$ cat src/logic/wdtrf_pkg.sv
// Contract
// Counter runs from separate 1 MHz oscillator; code instead divides ref_clk by OSC_DIV (10) for a 1 MHz tick
// Restart, disable or chip reset clears counter
// Expired enabled counter resets the chip
// Prescale code picks 16K to 2048K cycles
// Fuse picks level one or two
// Level one: enable bit set freely
// Software unlocks then writes within four cycles
// Level two: always enabled, reads one
// Level two: unlock then prescale only
// Change unlock clears after four cycles
// Zero enable ignored unless unlocked
// Prescale changes only while unlocked
// Debug reset sets bit 4 flag
// Watchdog reset sets bit 3 flag
// Supply droop reset sets bit 2 flag
// Pin reset sets bit 1 flag
// Power-up sets bit 0, software clears
// Control bits 7:5 read zero
// Time-out reset pulse lasts one cycle
// Locked write only sets enable
package wdtrf_pkg;
	localparam int unsigned REG_W = 8;
	localparam int unsigned ADDR_W = 8;
	localparam int unsigned PS_W = 3;
	localparam int unsigned CNT_W = 21;
	localparam int unsigned CAUSE_W = 5;

	localparam logic [ADDR_W-1:0] CTRL_ADDR = 8'h60;
	localparam logic [ADDR_W-1:0] CAUSE_ADDR = 8'h54;

	localparam int unsigned CU_BIT = 4;
	localparam int unsigned ON_BIT = 3;
	localparam int unsigned PS_LSB = 0;
	localparam int unsigned DBG_BIT = 4;
	localparam int unsigned TMO_BIT = 3;
	localparam int unsigned DROOP_BIT = 2;
	localparam int unsigned PIN_BIT = 1;
	localparam int unsigned PWR_BIT = 0;

	localparam logic [REG_W-1:0] CTRL_RESET = 8'h00;
	localparam logic [CAUSE_W-1:0] CAUSE_RESET = 5'h01;
	localparam logic [REG_W-1:0] READ_IDLE = 8'h00;

	localparam int unsigned SYS_CLK_HZ = 10_000_000;
	localparam int unsigned WDT_OSC_HZ = 1_000_000;
	localparam int unsigned OSC_DIV = SYS_CLK_HZ / WDT_OSC_HZ;
	localparam logic [3:0] OSC_DIV_LAST = 4'(OSC_DIV - 1);
	localparam int unsigned WIN_CYCLES = 4;
	localparam logic [2:0] WIN_LAST = 3'(WIN_CYCLES - 1);
	localparam int unsigned BASE_OSC_CYCLES = 16384;

	typedef enum logic {WIN_CLOSED, WIN_OPEN} wdtrf_win_e;

	// Last count of the selected period, in oscillator ticks
	function automatic logic [CNT_W-1:0] wdtrf_period_last(input logic [PS_W-1:0] sel, input int unsigned base);
		logic [31:0] span;
		span = 32'(base) << sel;
		return CNT_W'(span - 32'h1);
	endfunction
endpackage

$ cat src/logic/wdtrf_cnt_if.sv
`timescale 1ns/10ps
interface wdtrf_cnt_if;
	logic clear;
	logic run;
	logic [2:0] period_sel;
	logic expire;
	modport ctl (output clear, output run, output period_sel, input expire);
	modport cnt (input clear, input run, input period_sel, output expire);
endinterface

$ cat src/logic/wdtrf_counter.sv
`timescale 1ns/10ps
module wdtrf_counter #(
	parameter int unsigned BASE_OSC_CYCLES = wdtrf_pkg::BASE_OSC_CYCLES
) (
	input wire logic ref_clk,
	input wire logic resetn,
	wdtrf_cnt_if.cnt cnt_bus
);
	import wdtrf_pkg::*;

	logic [3:0] div_reg, div_next;
	logic tick_reg, tick_next;
	logic [CNT_W-1:0] cnt_reg, cnt_next;
	logic expire_reg, expire_next;

	always_comb begin
		tick_next = (div_reg == OSC_DIV_LAST);
		div_next = tick_next ? 4'h0 : 4'(div_reg + 4'h1);
		cnt_next = cnt_reg;
		expire_next = 1'h0;
		if (cnt_bus.clear || !cnt_bus.run) begin
			cnt_next = '0;
		end else if (tick_reg) begin
			if (cnt_reg == wdtrf_period_last(cnt_bus.period_sel, BASE_OSC_CYCLES)) begin
				expire_next = 1'h1;
				cnt_next = '0;
			end else begin
				cnt_next = CNT_W'(cnt_reg + 1'h1);
			end
		end
	end

	always_ff @(posedge ref_clk) begin
		if (!resetn) begin
			div_reg <= 4'h0;
			tick_reg <= 1'h0;
			cnt_reg <= '0;
			expire_reg <= 1'h0;
		end else begin
			div_reg <= div_next;
			tick_reg <= tick_next;
			cnt_reg <= cnt_next;
			expire_reg <= expire_next;
		end
	end

	assign cnt_bus.expire = expire_reg;
endmodule

$ cat src/logic/wdtrf_top.sv
`timescale 1ns/10ps
module wdtrf_top #(
	parameter int unsigned BASE_OSC_CYCLES = wdtrf_pkg::BASE_OSC_CYCLES
) (
	input wire logic ref_clk,
	input wire logic resetn,
	input wire logic [wdtrf_pkg::ADDR_W-1:0] reg_addr,
	input wire logic [wdtrf_pkg::REG_W-1:0] reg_wdata,
	input wire logic reg_wr,
	input wire logic reg_rd,
	output logic [wdtrf_pkg::REG_W-1:0] reg_rdata,
	input wire logic restart_instr,
	input wire logic always_on_fuse,
	input wire logic chip_reset_in,
	input wire logic pin_reset_src,
	input wire logic droop_reset_src,
	input wire logic debug_reset_src,
	output logic chip_reset_out,
	output logic watchdog_active
);
	import wdtrf_pkg::*;

	logic on_reg, on_next;
	logic [PS_W-1:0] ps_reg, ps_next;
	wdtrf_win_e win_reg, win_next;
	logic [2:0] wcnt_reg, wcnt_next;
	logic [CAUSE_W-1:0] cause_reg, cause_next;
	logic [REG_W-1:0] rdata_reg, rdata_next;
	logic rst_out_reg, rst_out_next;
	logic active_reg, active_next;

	logic level2;
	logic enabled;
	logic chip_reset;
	logic wr_ctrl;
	logic wr_cause;
	logic unlock_wr;

	wdtrf_cnt_if cnt_bus ();

	wdtrf_counter #(
		.BASE_OSC_CYCLES(BASE_OSC_CYCLES)
	) u_counter (
		.ref_clk(ref_clk),
		.resetn(resetn),
		.cnt_bus(cnt_bus)
	);

	// Fuse high means programmed
	assign level2 = always_on_fuse;
	assign enabled = level2 || on_reg;
	assign chip_reset = chip_reset_in || rst_out_reg;

	assign cnt_bus.run = enabled;
	assign cnt_bus.clear = restart_instr || chip_reset;
	assign cnt_bus.period_sel = ps_reg;

	// Address decode
	always_comb begin
		wr_ctrl = 1'h0;
		wr_cause = 1'h0;
		if (reg_wr && reg_addr == CTRL_ADDR) begin
			wr_ctrl = 1'h1;
		end else if (reg_wr && reg_addr == CAUSE_ADDR) begin
			wr_cause = 1'h1;
		end
	end

	assign unlock_wr = reg_wdata[CU_BIT] && reg_wdata[ON_BIT];

	// Control register and change window
	always_comb begin
		on_next = on_reg;
		ps_next = ps_reg;
		win_next = win_reg;
		wcnt_next = wcnt_reg;
		case (win_reg)
			WIN_OPEN: begin
				if (wcnt_reg == 3'h0) begin
					win_next = WIN_CLOSED;
				end else begin
					wcnt_next = 3'(wcnt_reg - 3'h1);
				end
			end
			default: begin
				wcnt_next = 3'h0;
			end
		endcase
		if (chip_reset) begin
			on_next = CTRL_RESET[ON_BIT];
			ps_next = CTRL_RESET[PS_LSB +: PS_W];
			win_next = WIN_CLOSED;
			wcnt_next = 3'h0;
		end else if (wr_ctrl) begin
			if (unlock_wr) begin
				// Unlock write also enables; window restarts
				on_next = 1'h1;
				win_next = WIN_OPEN;
				wcnt_next = WIN_LAST;
			end else if (!reg_wdata[CU_BIT] && win_reg == WIN_OPEN) begin
				// Enable value is moot at level two
				on_next = reg_wdata[ON_BIT];
				ps_next = reg_wdata[PS_LSB +: PS_W];
				win_next = WIN_CLOSED;
				wcnt_next = 3'h0;
			end else if (reg_wdata[ON_BIT]) begin
				on_next = 1'h1;
			end
		end
	end

	// Reset cause flags; a set beats a software clear
	always_comb begin
		cause_next = cause_reg;
		if (wr_cause) begin
			cause_next = cause_reg & reg_wdata[CAUSE_W-1:0];
		end
		if (debug_reset_src) begin
			cause_next[DBG_BIT] = 1'h1;
		end
		if (cnt_bus.expire) begin
			cause_next[TMO_BIT] = 1'h1;
		end
		if (droop_reset_src) begin
			cause_next[DROOP_BIT] = 1'h1;
		end
		if (pin_reset_src) begin
			cause_next[PIN_BIT] = 1'h1;
		end
	end

	// Read port and outputs
	always_comb begin
		rdata_next = READ_IDLE;
		if (reg_rd && reg_addr == CTRL_ADDR) begin
			rdata_next = READ_IDLE;
			rdata_next[CU_BIT] = (win_reg == WIN_OPEN);
			rdata_next[ON_BIT] = enabled;
			rdata_next[PS_LSB +: PS_W] = ps_reg;
		end else if (reg_rd && reg_addr == CAUSE_ADDR) begin
			rdata_next[CAUSE_W-1:0] = cause_reg;
		end
		rst_out_next = cnt_bus.expire;
		active_next = level2 || on_next;
	end

	always_ff @(posedge ref_clk) begin
		if (!resetn) begin
			on_reg <= CTRL_RESET[ON_BIT];
			ps_reg <= CTRL_RESET[PS_LSB +: PS_W];
			win_reg <= WIN_CLOSED;
			wcnt_reg <= 3'h0;
			cause_reg <= CAUSE_RESET;
			rdata_reg <= READ_IDLE;
			rst_out_reg <= 1'h0;
			active_reg <= 1'h0;
		end else begin
			on_reg <= on_next;
			ps_reg <= ps_next;
			win_reg <= win_next;
			wcnt_reg <= wcnt_next;
			cause_reg <= cause_next;
			rdata_reg <= rdata_next;
			rst_out_reg <= rst_out_next;
			active_reg <= active_next;
		end
	end

	assign reg_rdata = rdata_reg;
	assign chip_reset_out = rst_out_reg;
	assign watchdog_active = active_reg;
endmodule

$ cat config.mk
export PLATFORM = sky130hd
export DESIGN_NAME = wdtrf_top
export DESIGN_NICKNAME = d
export VERILOG_FILES = /design/src/logic/wdtrf_pkg.sv /design/src/logic/wdtrf_cnt_if.sv /design/src/logic/wdtrf_counter.sv /design/src/logic/wdtrf_top.sv
export SDC_FILE = /design/constraint.sdc
export NUM_CORES = 1
export LEC_CHECK = 0
export BUFFER_PORTS_ARGS = -buffer_cell sky130_fd_sc_hd__buf_4
export CAP_MARGIN = 20
export CORE_ASPECT_RATIO = 1.5
export CORE_MARGIN = 2
export CORE_UTILIZATION = 51
export CTS_CLUSTER_DIAMETER = 150
export DETAILED_ROUTE_END_ITERATION = 16
export PLACE_DENSITY = 0.76
export SLEW_MARGIN = 40
export SYNTH_ARGS = -nofsm -noshare
export SYNTH_HDL_FRONTEND = slang
export SYNTH_SLANG_ARGS = --single-unit
$ cat constraint.sdc
create_clock -name ref_clk -period 1.9 [get_ports ref_clk]
set_input_delay 0.095 -clock ref_clk [delete_from_list [all_inputs] [get_ports ref_clk]]
set_output_delay 0.095 -clock ref_clk [all_outputs]
set_load 0.01 [all_outputs]
# Word level (Yosys, flattened, before mapping)
# Cells that the tools add are included.
dict set report op_classes {
  n_addsub 4
  n_mul 0
  div 0
  n_lt_le_gt_ge 0
  eq_ne 4
  shift 1
  muxes 27
  bitwise 4
  n_reduce_logical 23
}
# op n
set ops {}
lappend ops {{21-bit by 1-bit adder with 21-bit output, second input constant} 1}
lappend ops {{21-bit equality test} 1}
lappend ops {{21-bit 2-to-1 mux} 1}
lappend ops {{15-bit by 3-bit << shifter with 21-bit output, first input constant} 1}
lappend ops {{21-bit by 1-bit subtractor with 21-bit output, second input constant} 1}
lappend ops {{1-bit 2-to-1 mux} 18}
lappend ops {{8-bit by 7-bit equality test with 1-bit output, second input constant} 2}
lappend ops {{3-bit 2-to-1 mux} 5}
lappend ops {{5-bit 2-to-1 mux} 3}
lappend ops {{2-bit nonzero test} 4}
lappend ops {{1-bit logical AND} 6}
lappend ops {{2-bit OR reduction} 3}
lappend ops {{5-bit AND} 1}
lappend ops {{1-bit logical OR} 5}
lappend ops {{4-bit by 1-bit adder with 4-bit output, second input constant} 1}
lappend ops {{4-bit equality test, second input constant} 1}
lappend ops {{3-bit zero test} 1}
lappend ops {{1-bit NOT} 3}
lappend ops {{3-bit AND reduction} 1}
lappend ops {{3-bit OR reduction} 1}
lappend ops {{3-bit by 1-bit subtractor with 3-bit output, second input constant} 1}
lappend ops {{1-bit zero test} 2}
dict set report totals {
  reg_bits 50
  latchBits 0
  ram_bits 0
  romBits 0
  input_bits 26
  out_inout_bits 10
  wordCells 80
  n_memories 0
}

# Logic depth before layout (Yosys ltp)
# Gate-level depths: netlist (run 1).
dict set report logic_depth {
  depth_word 7
  mapped_depth 7
}

# Hierarchy
# A second synthesis (run 1) with hierarchy kept.
dict set report hier_totals {
  cells_unflattened 255
  area_unflattened_um2 2314.7
}
# mod instances cells_per_inst area_per_inst_um2
set modules_own_cells {}
lappend modules_own_cells {wdtrf_counter 1 157 1422.6}
lappend modules_own_cells {wdtrf_top 1 98 892.1}

# Worst setup path after synthesis (run 1)
# No wires, ideal clock.
dict set report synth_path {
  kind {reg-to-reg}
  startpoint {register ps_reg[0] (netlist: cnt_bus.period_sel[0])}
  endpoint {register u_counter.cnt_reg[3]}
  setup_time_ps 116
  arrival_time_ps 1730
  required_time_ps 1784
  slack_ps 53
  stages_incl_launch_ff 8
  n_path_buf 2
  period_less_slack_ps 1847
  path_cell_list {dfxtp_1 -> buf_6 -> or4_4 -> nor3_2 -> a21oi_2 -> a2111oi_4 -> buf_6 -> nor3_2}
}
dict set report synth_between {
  elab_chain_cells 4
}
# element line
set synth_rtl {}
lappend synth_rtl {{start: declaration} wdtrf_top.sv:24} ;# logic [PS_W-1:0] ps_reg, ps_next;
lappend synth_rtl {{start signal: assignment} wdtrf_top.sv:150} ;# ps_reg <= CTRL_RESET[PS_LSB +: PS_W];
lappend synth_rtl {{start signal: assignment} wdtrf_top.sv:159} ;# ps_reg <= ps_next;
lappend synth_rtl {{15-bit by 3-bit << shifter with 21-bit output} wdtrf_pkg.sv:58} ;# span = 32'(base) << sel;
lappend synth_rtl {{21-bit by 1-bit subtractor with 21-bit output} wdtrf_pkg.sv:59} ;# return CNT_W'(span - 32'h1);
lappend synth_rtl {{21-bit equality test} wdtrf_counter.sv:24} ;# if (cnt_reg == wdtrf_period_last(cnt_bus.period_sel, BASE_OSC_CYCLES)) begin
lappend synth_rtl {{21-bit 2-to-1 mux} wdtrf_counter.sv:24}
lappend synth_rtl {{end signal: assignment} wdtrf_counter.sv:42} ;# cnt_reg <= cnt_next;
lappend synth_rtl {{end: declaration} wdtrf_counter.sv:13} ;# logic [CNT_W-1:0] cnt_reg, cnt_next;
# Every way passes these cells.
# A chain may end at the register's enable or synchronous reset.

# Final worst setup path (run 1)
dict set report layout_path {
  startpoint {register ps_reg[2] (netlist: cnt_bus.period_sel[2])}
  endpoint {register u_counter.cnt_reg[9]}
}
# The elaborated chain is that of the path after synthesis.

==> flow_summary.toml, run 1 <==
[routing]
ant_nets = 0
routed-wl-met2_um = 2410
drt_iter0_markers = 65
via_per_inst = 5.42
vias = 1874
drc_errors = 0
avgRoutedWirePerCell_um = 13.3
highest_layer = "met4"
drt-total-wl_um = 4610
wl_met3_um = 209
first_pass_iters = 4
wl_met1_um = 1860

[sta]
period_needed_ps = 1840
setup_tns_ps = 0
max_freq_ghz = 0.544
rsz0062_at_grt = "yes"
fin_crit_sh_pct = 96.7
setup_viol = 0
slew_viol_final = 0
hold_violations = 0
setup_slack_ps = 62.3
clock_skew_ps = 5.50

[clock_tree]
clk_latency_ps = 300
cts_tree = "done"
cts.sinks = 47
clkTransAtPathRegs_ps = 90
cts-buffers-inserted = 5
cts_buffer_depth = 2
ctsHtreeMaxLevel = 2
cts_setup_buffers = 0
cts-root-buf = "clkbuf_8"

[global_route]
grt_overflow = 0
grt_pass1_vias = 1791
track_usage_pct = 19.0
grt_first_pass_wirelength_um = 7540
grt_antenna_before_repair = 0
grt_max_degree = 20

[logic_synthesis]
synth_edf_count = 0
synth-async-reset-ratio_pct = 0
synth-seq-cells = 47
netlist_area_sq_um = 2350
ys_seq_area_share_pct = 40.1
synth_top_flop_cell = "dfxtp_1"
netlist-cell-type-count = 49
syn_area_per_cell_sq_um = 9.42
syn_inst = 249
yosys_warnings = 0

[power_and_ir_drop]
power_mw = 1.72
power_density_nw_per_um2 = 609
vdd_ir_drop_max_v = 0.000491
leakage_nw = 1.05

[worst_setup_path]
critical_path_peak_fanout = 12
start_kind = "flip-flop"
crit_required_ps = 2090
arrival_ps = 2030
path_class = "reg2reg"
r2r_slack_ps = 60
end_kind = "flip-flop"

[place]
gp_congestion = 0.837
dp_hpwl_um = 3520
port_buffers = 29
preCtsSetupSlack_ps = -4.46
dpl.cell_count = 335

[cells_and_area]
nets = 328
final_common_cell = "buf_4"
final_cells = 346
diodes = 0
syn_to_final_growth_pct = 20.2
layout_common_cells = "buf_4, dfxtp_1, nand2_1, nor2_1, nor3_2"
largest_register_ffs = 21
layout-drive-gt1-share_pct = 27.9
final_util_pct = 63.1

[min_path]
hold_path_class = "in2reg"

[floorplanning]
dieArea_sq_um = 5170
top_level_ports = 36
die_x_um = 59.4
initial_core_util_pct = 52.5
die_y_um = 87.1
row_count = 30
core_sq_um = 4470

[run]
maxCapViolations = 0

[status]
status = "complete, no violations"
-- cells by family (layout without fill, tap and decap cells) --
| kind of cell | after synthesis | count (layout) | share of synthesized area (%) |
|---|---|---|---|
| and+or+nand+nor | 112 | 112 | 29.2 |
| DFF | 47 | 47 | 40.1 |
| AOI/OAI and AO/OA | 39 | 39 | 12.2 |
| xor gates and xnor gates | 21 | 21 | 7.84 |
| buffers and inverters | 17 | 64 | 4.80 |
| muxes | 7 | 7 | 2.99 |
| adders and majority gates | 5 | 5 | 2.67 |
| other | 1 | 3 | 0.160 |
-- Yosys cell counts, drive strengths merged, types with 2 or more instances --
cell type	n	share of area [%]
nor3	19	6.6
and2	4	1.1
dfxtp	47	40
nor4b	2	1.7
a22oi	4	1.3
a211oi	2	0.64
o21a	8	2.6
nand2	21	3.4
xor2	10	3.7
clkbuf	3	0.91
xnor2	11	4.1
nor2	20	3.2
nand2b	2	0.53
nor4	2	1.2
buf	8	2.9
nand3	9	1.9
and3	5	1.4
nand4	10	2.7
mux2i	7	3.0
o21ai	7	1.5
or3b	2	0.75
or3	3	0.80
inv	6	0.96
nor3b	3	0.96
a21oi	10	2.5
or4	2	0.80
nor2b	6	1.6
ha	5	2.7
-- worst paths after layout --
| check | from | endpoint | depth (start not counted) |
|---|---|---|---|
| worst min register to register | u_counter.cnt_bus.expire | cause_reg[3] | 1 |
| worst max register to register | cnt_bus.period_sel[2] | u_counter.cnt_reg[9] | 6 |
| worst min-delay path | always_on_fuse | watchdog_active | 2 |
| worst max-delay path | cnt_bus.period_sel[2] | u_counter.cnt_reg[9] | 6 |
-- worst max-delay path, stage by stage (launching register included) --
cell       delay (ps)
dfxtp_2           360
or4_4             530
nor3_2            140
a21oi_2            80
a2111oi_4         370
buf_12            200
nor3_1             60
-- what timing repair did --
action | in CTS | in global routing
endpoints found under the hold margin | 2 | 1
gates resized for setup | 1 | 4
endpoints found under the setup margin | 13 | 12
pin swaps | 2 | 0
hold buffers | 2 | 1
-- final cells by class --
type,instances,area (sq um)
inverter,6,22.5
multi-input combinational,187,1310
tap,48,60.1
clock buffer,5,68.8
sequential,47,946
timing repair buffer,50,395
clock inverter,3,22.5
fill,382,1650
-- metrics by stage --
step	instance area [sq um]	hold WS (ps)
after global routing	2820	25.3
after CTS	2800	0.889
final	2820	31.6
after floorplan	2350	205
after detailed placement	2690	310
after global placement	2690	306
-- report_power, final --
group	internal, mW	switching, mW
clock network	0.264	0.347
logic	0.0578	0.0449
registers	0.995	0.00779
-- per-layer routing --
layer | vias to the layer above | GRT usage (%)
met3 | 9 | 4.46
met2 | 41 | 35.5
met5 | - | 0
li1 | 968 | -
met1 | 856 | 19.4
met4 | 0 | 7.64
No activity file was read; power rests on OpenSTA's default activity.
==> run 2, diff against run 1 <==
--- a/config.mk
+++ b/config.mk
@@ -5,6 +5,7 @@
 export SDC_FILE = /design/constraint.sdc
 export NUM_CORES = 1
 export LEC_CHECK = 0
+export ABC_AREA = 1
 export BUFFER_PORTS_ARGS = -buffer_cell sky130_fd_sc_hd__buf_4
 export CAP_MARGIN = 20
 export CORE_ASPECT_RATIO = 1.5
==> run 2 against run 1 <==
  * Design area down 5.1%
  * Global-route usage up 1.8 points
  * First-iteration DRC count down 15%
  * Register-to-register slack better by 160 ps
  * Total power down 0.23%
  * Synthesized cell count up 28%
  * Largest cell class unchanged
  * Clock skew up 9.9 ps
  * Utilization down 3.2 points
  * Largest power group unchanged
  * Sequential cell count unchanged
  * Sequential power about the same
  * Via count up 10%
  * Fmax up 9.5%
  * Critical path type unchanged
==> flow_summary.toml, run 2 <==
[status]
status = "complete, no violations"

[sta]
slew_viol_final = 0
setup_slack_ps = 221
max_freq_ghz = 0.596
period_needed_ps = 1680
clock_skew_ps = 15.4
hold_violations = 0
setup_viol = 0
rsz0062_at_grt = "yes"
fin_crit_sh_pct = 88.3

[floorplanning]
core_sq_um = 4470
dieArea_sq_um = 5170
die_y_um = 87.1
die_x_um = 59.4
initial_core_util_pct = 52.5
top_level_ports = 36
row_count = 30

[clock_tree]
ctsResizeCount = 0
ctsHtreeMaxLevel = 2
holdBufCountCts = 0
cts_setup_buffers = 0
cts_buffer_depth = 2
cts_tree = "done"
clk_latency_ps = 300
cts.sinks = 47
cts-root-buf = "clkbuf_8"
cts-buffers-inserted = 5
clkTransAtPathRegs_ps = 90

[logic_synthesis]
synth-seq-cells = 47
synth_top_flop_cell = "dfxtp_1"
synth_edf_count = 0
yosys_warnings = 0
syn_area_per_cell_sq_um = 7.38
syn_inst = 318
netlist_top_cells_area = "dfxtp_1, nor2_1, nand2_1"
ys_top_cells_by_count = "nor2_1, nand2_1, dfxtp_1"
netlist-cell-type-count = 32
synth_top_area_share_pct = 40.1
netlist_area_sq_um = 2350
synth_largest_area_cell = "dfxtp_1"
ys_seq_area_share_pct = 40.1
synth_most_common_cell = "nor2_1"
synth-async-reset-ratio_pct = 0

[routing]
via_per_inst = 5.16
first_pass_iters = 4
drc_errors = 0
ant_nets = 0
drt-total-wl_um = 4830
avgRoutedWirePerCell_um = 12.1
vias = 2064
drt_iter0_markers = 55

[cells_and_area]
layout_common_cells = "nor2_1, nand2_1, dfxtp_1, inv_1, buf_4"
final_util_pct = 59.9
syn_to_final_growth_pct = 14.1
final_cells = 400
layout-drive-gt1-share_pct = 18.8
nets = 382
largest_register_ffs = 21
diodes = 0
num-fill-cells = 419
final_common_cell = "nor2_1"

[power_and_ir_drop]
vdd_ir_drop_max_v = 0.000538
leakage_nw = 1.04
power_density_nw_per_um2 = 640

[global_route]
track_usage_pct = 20.7
grt_pass1_vias = 2013
grt_antenna_before_repair = 0
grt_first_pass_wirelength_um = 8310
grt_max_degree = 15
grt_overflow = 0

[worst_setup_path]
end_kind = "flip-flop"
critical_path_peak_fanout = 14
arrival_ps = 1870
start_kind = "flip-flop"
crit_required_ps = 2090
path_class = "reg2reg"

[place]
preCtsSetupSlack_ps = 186
dp_hpwl_um = 3850
dpl.cell_count = 392
port_buffers = 29
gp_congestion = 0.887

[run]
maxCapViolations = 0

[min_path]
hold_path_class = "in2reg"
==> run 2: area by class of cell <==
class                   instances  area, sq um  share of cell area [%]
inverters                      37          139                    5.19
repair buffers                 32          240                    8.98
multi-input cells             228         1200                    44.9
clock buffers                   7         86.3                    3.23
well taps                      48         60.1                    2.24
flip-flops and latches         47          941                    35.2
clock inverters                 1         8.76                   0.327
==> run 2: layer usage <==
| layer | wire (um) | GRT usage [%] | vias up |
|---|---|---|---|
| met1 | 1950 | 21.2 | 917 |
| met2 | 2640 | 40.0 | 53 |
| met4 | 83 | 7.64 | 0 |
| met3 | 165 | 3.71 | 9 |
| li1 | - | - | 1085 |
| met5 | 0 | 0 | - |
==> run 2: logic make-up after synthesis <==
logic type,count (synthesis),share of synthesized area (%)
flip-flops,47,40.1
adder cells (fa/ha/maj),5,2.67
multiplexers,1,0.427
XOR/XNOR,16,5.97
other,1,0.160
AND/OR/NAND/NOR,173,34.9
AO/OA/AOI/OAI,30,6.77
buffers and inverters,45,9.01
==> run 2: through the flow <==
step,power (mW),area [sq um],setup TNS [ps],hold WS (ps)
3_5_place_dp,1.11,2580,0,317
5_1_grt,1.78,2680,-21.6,27.7
6_report,1.71,2680,0,11.1
3_3_place_gp,1.11,2580,0,307
4_1_cts,1.73,2680,0,7.91
2_1_floorplan,1.07,2350,0,201
==> run 2: critical path, stage by stage (launching register included) <==
cell and delay (ps):
dfxtp_1 370, ha_1 200, inv_1 60, nor2_2 120, nand2_1 70, nor2_2 100, nand2_1 70, nor2_2 90
nand3_2 110, nand2_2 320, nor2_1 70
==> run 2: final timing paths <==
check	from	endpoint	slack, ps	cells after the start
max	u_counter.cnt_reg[0]	u_counter.cnt_reg[14]	220	10
min	always_on_fuse	watchdog_active	10	3
max reg2reg	u_counter.cnt_reg[0]	u_counter.cnt_reg[14]	220	10
min reg2reg	cause_reg[0]	cause_reg[0]	470	2
==> run 2: power breakdown <==
part	internal (mW)	switching, mW
clock network	0.298	0.324
logic	0.0436	0.0445
registers	0.995	0.00703
